## src/rtl/ssl_pkg.sv

```systemverilog
// Constants, types and register map of the strap sampling and LED drive block.
// How it works
// RULE1: Pins are inputs in reset, outputs after.
// RULE2: Straps sampled whatever hardware/software mode is.
// RULE3: Address strap low gives zero, high one.
// RULE4: Receive LED strap latches into address bit 4.
// RULE5: Receive LED pin then drives its LED.
// RULE6: Collision strap plus speed select pick mode.
// RULE7: Collision strap low selects media independent interface.
// RULE8: Collision strap high selects stream interface.
// RULE9: Collision LED asserted while collisions are seen.
// RULE10: Collision LED held about 70 ms.
// RULE11: Link and transmit LEDs follow link state.
// RULE12: Asserted output level is inverse of strap.
// RULE13: Software reset leaves pins and straps untouched.
// RULE14: Activity strap is address bit 0, link LED.
// RULE15: Board sets speed select low 10M, high 100M.
// RULE16: New collision restarts the stretch interval.
// RULE17: Board pulls every strap pin, never floating.
`default_nettype none
package ssl_pkg;
  // ****************************************************************
  // Pins and timing
  // ****************************************************************
  localparam int unsigned NUM_PINS = 5;
  localparam int unsigned PIN_ACT = 0;
  localparam int unsigned PIN_COLL = 1;
  localparam int unsigned PIN_LINK = 2;
  localparam int unsigned PIN_TX = 3;
  localparam int unsigned PIN_RX = 4;
  localparam longint unsigned CLK_HZ = 64'd50000000;
  localparam longint unsigned MS_PER_S = 64'd1000;
  localparam longint unsigned COLL_STRETCH_MS = 64'd70;
  localparam longint unsigned COLL_STRETCH_CYC = COLL_STRETCH_MS * CLK_HZ / MS_PER_S;
  localparam int CNT_W = 22;
  typedef enum logic [1:0] {SSL_MII_10, SSL_MII_100, SSL_SER_10, SSL_SYM_100} ssl_mode_t;
  // ****************************************************************
  // Register map
  // ****************************************************************
  localparam int ADDR_W = 8;
  localparam logic [7:0] ADDR_STRAP = 8'h00;
  localparam logic [7:0] ADDR_LIVE = 8'h04;
  localparam logic [7:0] ADDR_ISTAT = 8'h08;
  localparam logic [7:0] ADDR_ICLR = 8'h0C;
  localparam logic [7:0] ADDR_IEN = 8'h10;
  localparam logic [7:0] ADDR_CTRL = 8'h14;
  localparam int STRAP_MODE_LSB = 5;
  localparam int STRAP_DONE_BIT = 7;
  localparam int STRAP_SPEED_BIT = 8;
  localparam int STRAP_HWSW_BIT = 9;
  localparam int LIVE_OE_LSB = 8;
  localparam int NUM_EVT = 3;
  localparam int EVT_COLL = 0;
  localparam int EVT_LINK = 1;
  localparam int EVT_STRAP = 2;
  localparam int CTRL_LED_OFF = 0;
  localparam logic [2:0] IEN_RST = 3'h0;
  localparam logic [2:0] ISTAT_RST = 3'h0;
  localparam logic CTRL_RST = 1'b0;
endpackage
`default_nettype wire

```

## src/rtl/ssl_coll_if.sv

```systemverilog
// Interface between the pin logic and the collision LED stretcher.
`default_nettype none
interface ssl_coll_if;
  logic collision;
  logic ledOn;
  modport stretcher (input collision, output ledOn);
  modport user (output collision, input ledOn);
endinterface
`default_nettype wire

```

## src/rtl/ssl_stretch.sv

```systemverilog
// Collision LED pulse stretcher.
`default_nettype none
module ssl_stretch
  import ssl_pkg::*;
#(
  parameter int unsigned STRETCH_CYCLES = 32'(COLL_STRETCH_CYC)
) (
  input wire logic clk,
  input wire logic reset,
  ssl_coll_if.stretcher cif
);
  localparam logic [CNT_W-1:0] RELOAD = CNT_W'(STRETCH_CYCLES);
  logic [CNT_W-1:0] count_q;
  logic [CNT_W-1:0] count_d;
  wire running = (count_q != '0);
  // A collision during a running interval reloads it, so bursts keep the LED lit.
  assign count_d = cif.collision ? RELOAD : (running ? count_q - 1'b1 : count_q); // [RULE10] [RULE16]
  assign cif.ledOn = cif.collision | running; // [RULE9]
  always_ff @(posedge clk or posedge reset) begin
    if (reset) begin
      count_q <= '0;
    end else begin
      count_q <= count_d;
    end
  end
endmodule
`default_nettype wire

```

## src/rtl/ssl_pin_cell.sv

```systemverilog
// One multiplexed strap input and LED output pin.
`default_nettype none
module ssl_pin_cell (
  input wire logic clk,
  input wire logic reset,
  input wire logic capture,
  input wire logic driveEn,
  input wire logic ledOn,
  input wire logic pinIn,
  output logic strap_q,
  output logic pinOut_q,
  output logic pinOe_q
);
  always_ff @(posedge clk or posedge reset) begin
    if (reset) begin
      strap_q <= 1'b0;
      pinOut_q <= 1'b0;
      pinOe_q <= 1'b0; // [RULE1]
    end else begin
      if (capture) begin
        strap_q <= pinIn; // [RULE3]
      end
      pinOe_q <= driveEn; // [RULE1]
      // Asserted level is the inverse of the strap so the strapped LED lights.
      pinOut_q <= driveEn & (strap_q ^ ledOn); // [RULE12]
    end
  end
endmodule
`default_nettype wire

```

## src/rtl/ssl_top.sv

```systemverilog
// Strap sampling, LED drive and APB register file of the multiplexed PHY pins.
//
// The implementer's own choices: the placing of the registers and the APB register port.
`default_nettype none
module ssl_top
  import ssl_pkg::*;
#(
  parameter int unsigned STRETCH_CYCLES = 32'(COLL_STRETCH_CYC)
) (
  input wire logic clk,
  input wire logic reset,
  input wire logic [NUM_PINS-1:0] ledIn,
  output logic [NUM_PINS-1:0] ledOut,
  output logic [NUM_PINS-1:0] ledOe,
  input wire logic speedSelect,
  input wire logic modeSelectA,
  input wire logic softReset,
  input wire logic collisionDet,
  input wire logic linkUp,
  input wire logic rxActive,
  output logic [NUM_PINS-1:0] phyAddr,
  output ssl_mode_t ifMode,
  output logic strapDone,
  output logic irq,
  input wire logic [ADDR_W-1:0] paddr,
  input wire logic psel,
  input wire logic penable,
  input wire logic pwrite,
  input wire logic [31:0] pwdata,
  output logic [31:0] prdata,
  output logic pready,
  output logic pslverr
);
  // ****************************************************************
  // Strap capture
  // ****************************************************************
  // The pins are sampled at the first edge after reset release, which
  // is the only way to catch a level without loading it under reset.
  logic strapDone_q;
  logic speed_q;
  logic modeSel_q;
  ssl_mode_t mode_q;
  ssl_mode_t modeNext;
  logic [NUM_PINS-1:0] strap;
  logic [NUM_PINS-1:0] ledOn;
  logic ledOff_q;
  wire capture = ~strapDone_q; // [RULE2]

  assign modeNext = ledIn[PIN_COLL] ? // [RULE6]
    (speedSelect ? SSL_SYM_100 : SSL_SER_10) : // [RULE8]
    (speedSelect ? SSL_MII_100 : SSL_MII_10); // [RULE7]

  always_ff @(posedge clk or posedge reset) begin
    if (reset) begin
      strapDone_q <= 1'b0;
      speed_q <= 1'b0;
      modeSel_q <= 1'b0;
      mode_q <= SSL_MII_10;
    end else if (capture) begin
      strapDone_q <= 1'b1;
      speed_q <= speedSelect;
      modeSel_q <= modeSelectA;
      mode_q <= modeNext; // [RULE6]
    end
  end

  // ****************************************************************
  // LED sources
  // ****************************************************************
  ssl_coll_if cif ();
  assign cif.collision = collisionDet;

  ssl_stretch #(
    .STRETCH_CYCLES(STRETCH_CYCLES)
  ) u_stretch (
    .clk(clk),
    .reset(reset),
    .cif(cif)
  );

  assign ledOn[PIN_ACT] = linkUp & ~ledOff_q; // [RULE14]
  assign ledOn[PIN_COLL] = cif.ledOn & ~ledOff_q; // [RULE9]
  assign ledOn[PIN_LINK] = linkUp & ~ledOff_q; // [RULE11]
  assign ledOn[PIN_TX] = linkUp & ~ledOff_q; // [RULE11]
  assign ledOn[PIN_RX] = rxActive & ~ledOff_q; // [RULE5]

  // Software reset is deliberately not wired in here, so pins keep
  // driving and the straps are never sampled again.
  for (genvar i = 0; i < NUM_PINS; i++) begin : g_pin // [RULE13]
    ssl_pin_cell u_cell (
      .clk(clk),
      .reset(reset),
      .capture(capture),
      .driveEn(strapDone_q),
      .ledOn(ledOn[i]),
      .pinIn(ledIn[i]),
      .strap_q(strap[i]),
      .pinOut_q(ledOut[i]),
      .pinOe_q(ledOe[i])
    );
  end

  assign phyAddr = strap; // [RULE3] [RULE4] [RULE14]
  assign ifMode = mode_q;
  assign strapDone = strapDone_q;

  // ****************************************************************
  // Events
  // ****************************************************************
  logic collDly_q;
  logic linkDly_q;
  logic [NUM_EVT-1:0] evt;
  assign evt[EVT_COLL] = collisionDet & ~collDly_q;
  assign evt[EVT_LINK] = strapDone_q & (linkUp ^ linkDly_q);
  assign evt[EVT_STRAP] = capture;

  always_ff @(posedge clk or posedge reset) begin
    if (reset) begin
      collDly_q <= 1'b0;
      linkDly_q <= 1'b0;
    end else begin
      collDly_q <= collisionDet;
      linkDly_q <= linkUp;
    end
  end

  // ****************************************************************
  // APB decode
  // ****************************************************************
  // Zero wait states: read data is built in the setup cycle and pready
  // rises for the access cycle.
  logic pready_q;
  logic pslverr_q;
  logic [31:0] prdata_q;
  logic [NUM_EVT-1:0] istat_q;
  logic [NUM_EVT-1:0] ien_q;
  logic irq_q;
  wire setup = psel & ~penable;
  wire access = psel & penable & pready_q;
  wire wrAcc = access & pwrite;
  wire hitStrap = (paddr == ADDR_STRAP);
  wire hitLive = (paddr == ADDR_LIVE);
  wire hitIstat = (paddr == ADDR_ISTAT);
  wire hitIclr = (paddr == ADDR_ICLR);
  wire hitIen = (paddr == ADDR_IEN);
  wire hitCtrl = (paddr == ADDR_CTRL);
  wire hitAny = hitStrap | hitLive | hitIstat | hitIclr | hitIen | hitCtrl;
  wire wrIclr = wrAcc & hitIclr;
  wire wrIen = wrAcc & hitIen;
  wire wrCtrl = wrAcc & hitCtrl;
  wire [31:0] strapWord = {22'h0, modeSel_q, speed_q, strapDone_q,
    mode_q, strap};
  wire [31:0] liveWord = {19'h0, ledOe, 3'h0, ledOut};
  wire [31:0] istatWord = {29'h0, istat_q};
  wire [31:0] ienWord = {29'h0, ien_q};
  wire [31:0] ctrlWord = {31'h0, ledOff_q};
  wire [31:0] rdMux = hitStrap ? strapWord :
    hitLive ? liveWord :
    hitIstat ? istatWord :
    hitIen ? ienWord :
    hitCtrl ? ctrlWord : 32'h0;
  wire [NUM_EVT-1:0] clrMask = wrIclr ? pwdata[NUM_EVT-1:0] : ISTAT_RST;
  // A new event in the same cycle as its clear keeps the bit set.
  wire [NUM_EVT-1:0] istatKeep = softReset ? ISTAT_RST : (istat_q & ~clrMask);
  wire [NUM_EVT-1:0] istat_d = istatKeep | evt;
  wire errNext = ~hitAny | (pwrite & (hitStrap | hitLive | hitIstat));

  always_ff @(posedge clk or posedge reset) begin
    if (reset) begin
      pready_q <= 1'b0;
      pslverr_q <= 1'b0;
      prdata_q <= 32'h0;
    end else begin
      pready_q <= setup;
      pslverr_q <= setup & errNext;
      prdata_q <= (setup & ~pwrite) ? rdMux : 32'h0;
    end
  end

  // ****************************************************************
  // Interrupt and control registers
  // ****************************************************************
  always_ff @(posedge clk or posedge reset) begin
    if (reset) begin
      istat_q <= ISTAT_RST;
      ien_q <= IEN_RST;
      ledOff_q <= CTRL_RST;
      irq_q <= 1'b0;
    end else begin
      istat_q <= istat_d;
      irq_q <= |(istat_q & ien_q);
      if (softReset) begin
        ien_q <= IEN_RST;
        ledOff_q <= CTRL_RST;
      end else begin
        if (wrIen) begin
          ien_q <= pwdata[NUM_EVT-1:0];
        end
        if (wrCtrl) begin
          ledOff_q <= pwdata[CTRL_LED_OFF];
        end
      end
    end
  end

  assign prdata = prdata_q;
  assign pready = pready_q;
  assign pslverr = pslverr_q;
  assign irq = irq_q;
endmodule
`default_nettype wire

```

## config.mk

```make
export PLATFORM = sky130hd
export DESIGN_NAME = ssl_top
export DESIGN_NICKNAME = d
export VERILOG_FILES = /design/src/rtl/ssl_pkg.sv /design/src/rtl/ssl_coll_if.sv /design/src/rtl/ssl_stretch.sv /design/src/rtl/ssl_pin_cell.sv /design/src/rtl/ssl_top.sv
export SDC_FILE = /design/constraint.sdc
export NUM_CORES = 1
export LEC_CHECK = 0
export ABC_CLOCK_PERIOD_IN_PS = 5100
export BUFFER_PORTS_ARGS = -buffer_cell sky130_fd_sc_hd__buf_2
export CAP_MARGIN = 25
export CORE_UTILIZATION = 30
export DETAILED_ROUTE_END_ITERATION = 10
export GPL_TIMING_DRIVEN = 1
export PLACE_DENSITY = 0.6
export SLEW_MARGIN = 10
export SYNTH_ARGS = -nofsm -noshare
export SYNTH_HDL_FRONTEND = slang
export SYNTH_SLANG_ARGS = --single-unit
```

## constraint.sdc

```tcl
create_clock -name clk -period 5.1 [get_ports clk]
set_clock_uncertainty 0.2 [all_clocks]
set_input_delay 0.765 -clock clk [delete_from_list [all_inputs] [get_ports clk]]
set_output_delay 0.765 -clock clk [all_outputs]
set_load 0.02 [all_outputs]
```

==> flow_summary.yaml <==
route:
  drt_iter0_drc: 120
  viasPerCell: 4.87
  drt_wl_total_um: 6710
  vias: 2486
  wl_per_cell_um: 13.2
  first_pass_iters: 4
  drc: 0
  ant_nets: 0
synth:
  yosys_warnings: 0
  syn_inst: 331
  synthArstFlopShare_pct: 100
  mappedNetlistArea_um2: 3250
  post-synth-top-area-cell: "dfrtp_1"
  syn_avg_cell_area_um2: 9.82
  synth_edf_count: 0
  ys_top_cells_by_area: "dfrtp_1 (45%), buf_4 (8.8%), mux2i_1 (4.3%)"
  ys_seq_area_share_pct: 45.4
  synth-main-ff-cell: "dfrtp_1"
  synth_seq_cells: 59
  yosysUniqueCellTypes: 51
  yosysTopAreaCellShare_pct: 45.4
layout:
  area_growth_pct: 12.3
  multi_input_area_um2: 1470
  final.fill_count: 1074
  final_cells: 510
  nets: 426
  drive_gt1_share_pct: 24.1
  diodes: 0
  fin_area_um2: 3650
  seq_area_um2: 1480
  finalCoreUtilization_pct: 35.1
setup_path:
  crit_family: "simple AND/OR/NAND/NOR gates"
  critPathBufInv: 1
  cp.arrival_ps: 2720
  crit_path_max_incr_delay_ps: 650
  worstPathRequired_ps: 5160
  start_kind: "flop"
  crit_slowest_cell: "a2111oi_0"
  worstPathCellList: "inv_1 -> ha_1 -> nor3b_1 -> nand3b_1 -> a2111oi_0 -> mux2i_1"
  endpoint_kind: "flop"
  cp_max_fo: 5
  path_class: "reg2reg"
timing:
  slew_violations: 0
  whs_ps: 218
  fmaxAchievable_mhz: 376
  setup_viol: 0
  layout_min_cycle_time_ps: 2660
  min_period_over_period_pct: 52.1
  tightest_slew_ps: 877
  maxSlewHeadroom_pct: 41.2
  hold_viol: 0
  tns_ps: 0
  rsz0062_at_grt: "no"
  fin_ws_ps: 2440
clocking:
  ctsHoldBuffers: 0
  clk_pin_slew_ps: 70
  cts_tree: "done"
  clock-root-buffer: "clkbuf_8"
  clock_path_buffers: 2
  cts-buffers-inserted: 9
  cts_resized: 0
  cts_setup_buffers: 0
  h-tree-depth: 3
  cts_sinks: 59
  clk_latency_ps: 340
floorplan:
  die_y_um: 106
  fp.dieW_um: 106
  start_util_pct: 31.2
  rows: 37
  io_pins: 109
  die-area_um2: 11300
  core_um2: 10400
job:
  cap_violations: 0
global_routing:
  grt_pass1_vias: 2329
  grt_max_degree: 60
  antenna_found_initial: 0
  grtUsageTotal_pct: 12.4
  grt_pass1_wl_um: 11000
  overflow: 0
placement:
  place.gp.congestion: 0.802
  hpwl_um: 4660
  place_area_um2: 3460
  dp_cells: 494
  place_ws_ps: 2300
  io_buffers: 60
hold_path:
  hp-class: "reg2reg"
run_status:
  status: "finished, final reports clean"
power:
  total_power_mw: 1.07
  vdd_drop_max_v: 0.000120
  power_density_nw_per_um2: 293
  p_leak_nw: 1.59
## where the power goes
group | total (mW) | switching, mW | internal [mW] | leakage (nW)
registers | 0.514 | 0.0245 | 0.490 | 0.717
clock network | 0.422 | 0.186 | 0.236 | 0.0991
logic | 0.133 | 0.0813 | 0.0519 | 0.770
## state kept, by name, summed over array words and instances, names as in the netlist
signal / count
g_pin.u_cell.pinOe_q: 1
linkDly_q: 1
istat_q: 3
g_pin.u_cell.pinOut_q: 5
prdata: 11
irq: 1
ifMode: 2
ledOff_q: 1
pready: 1
strapDone: 1
pslverr: 1
u_stretch.count_q: 22
g_pin.u_cell.strap_q: 4
modeSel_q: 1
ien_q: 3
collDly_q: 1
## area by class of cell
class	instances	share of cell area (%)
clock buffers	11	3.87
clock inverters	5	1.44
well taps	136	4.66
repair buffers	61	8.43
flip-flops and latches	59	40.4
inverters	10	1.03
multi-input cells	228	40.1
## per-layer routing
| metal | track usage (%) | vias to the layer above | routed length, um |
|---|---|---|---|
| met5 | 0 | - | 0 |
| met4 | 4.56 | 0 | 73 |
| met3 | 3.49 | 7 | 340 |
| met2 | 21.1 | 73 | 3250 |
| met1 | 15.0 | 1212 | 3050 |
| li1 | - | 1194 | - |
## layout by cell type (no fill, tap or decap), drive strengths merged, types with 2 or more instances in the layout
cell    count
a211o       3
mux2i      14
a31oi       3
clkinv      3
or4        10
o21ai      15
nor2b      12
nand4b      4
mux2       10
nor3       10
nor4b       3
and2        5
clkbuf     11
nor3b       6
nand2      13
inv        10
nand3b      4
dfrtp      59
and4        3
nand3       4
or2         2
nor4        7
nor2       22
xor2        4
o31ai       3
conb       20
a21oi      18
buf        61
nand4       3
or3         4
nand2b      9
## cell families after synthesis
kind of cell | share of synthesized area, %
AOI/OAI and AO/OA | 10.4
xor gates and xnor gates | 1.35
adders and majority gates | 0.385
buffers and inverters | 11.6
DFF | 45.4
muxes | 7.78
other | 0.231
and+or+nand+nor | 22.8
## worst paths after layout
path,start,end,slack [ps],cells after the start
hold / removal,collDly_q,istat_q[0],220,1
hold reg to reg,collDly_q,istat_q[0],220,1
min in group asynchronous,reset,u_stretch.count_q[7],430,3
setup reg to reg,u_stretch.count_q[0],u_stretch.count_q[14],2440,6
max in group asynchronous,reset,u_stretch.count_q[20],3750,3
setup / recovery,u_stretch.count_q[0],u_stretch.count_q[14],2440,6
## cells in the mapped netlist (4+ instances only)
master	instances
a21oi_1	18
and2_1	5
buf_4	38
clkbuf_1	13
dfrtp_1	59
inv_1	10
mux2_2	9
mux2i_1	14
nand2_1	13
nand2b_1	9
nand3_1	4
nand3b_1	4
nand4b_1	4
nor2_1	22
nor2b_1	12
nor3_1	9
nor3b_1	6
nor4_1	6
o21ai_0	15
or3_1	4
or4_1	10
xor2_1	4
No activity file was read; power rests on OpenSTA's default activity.
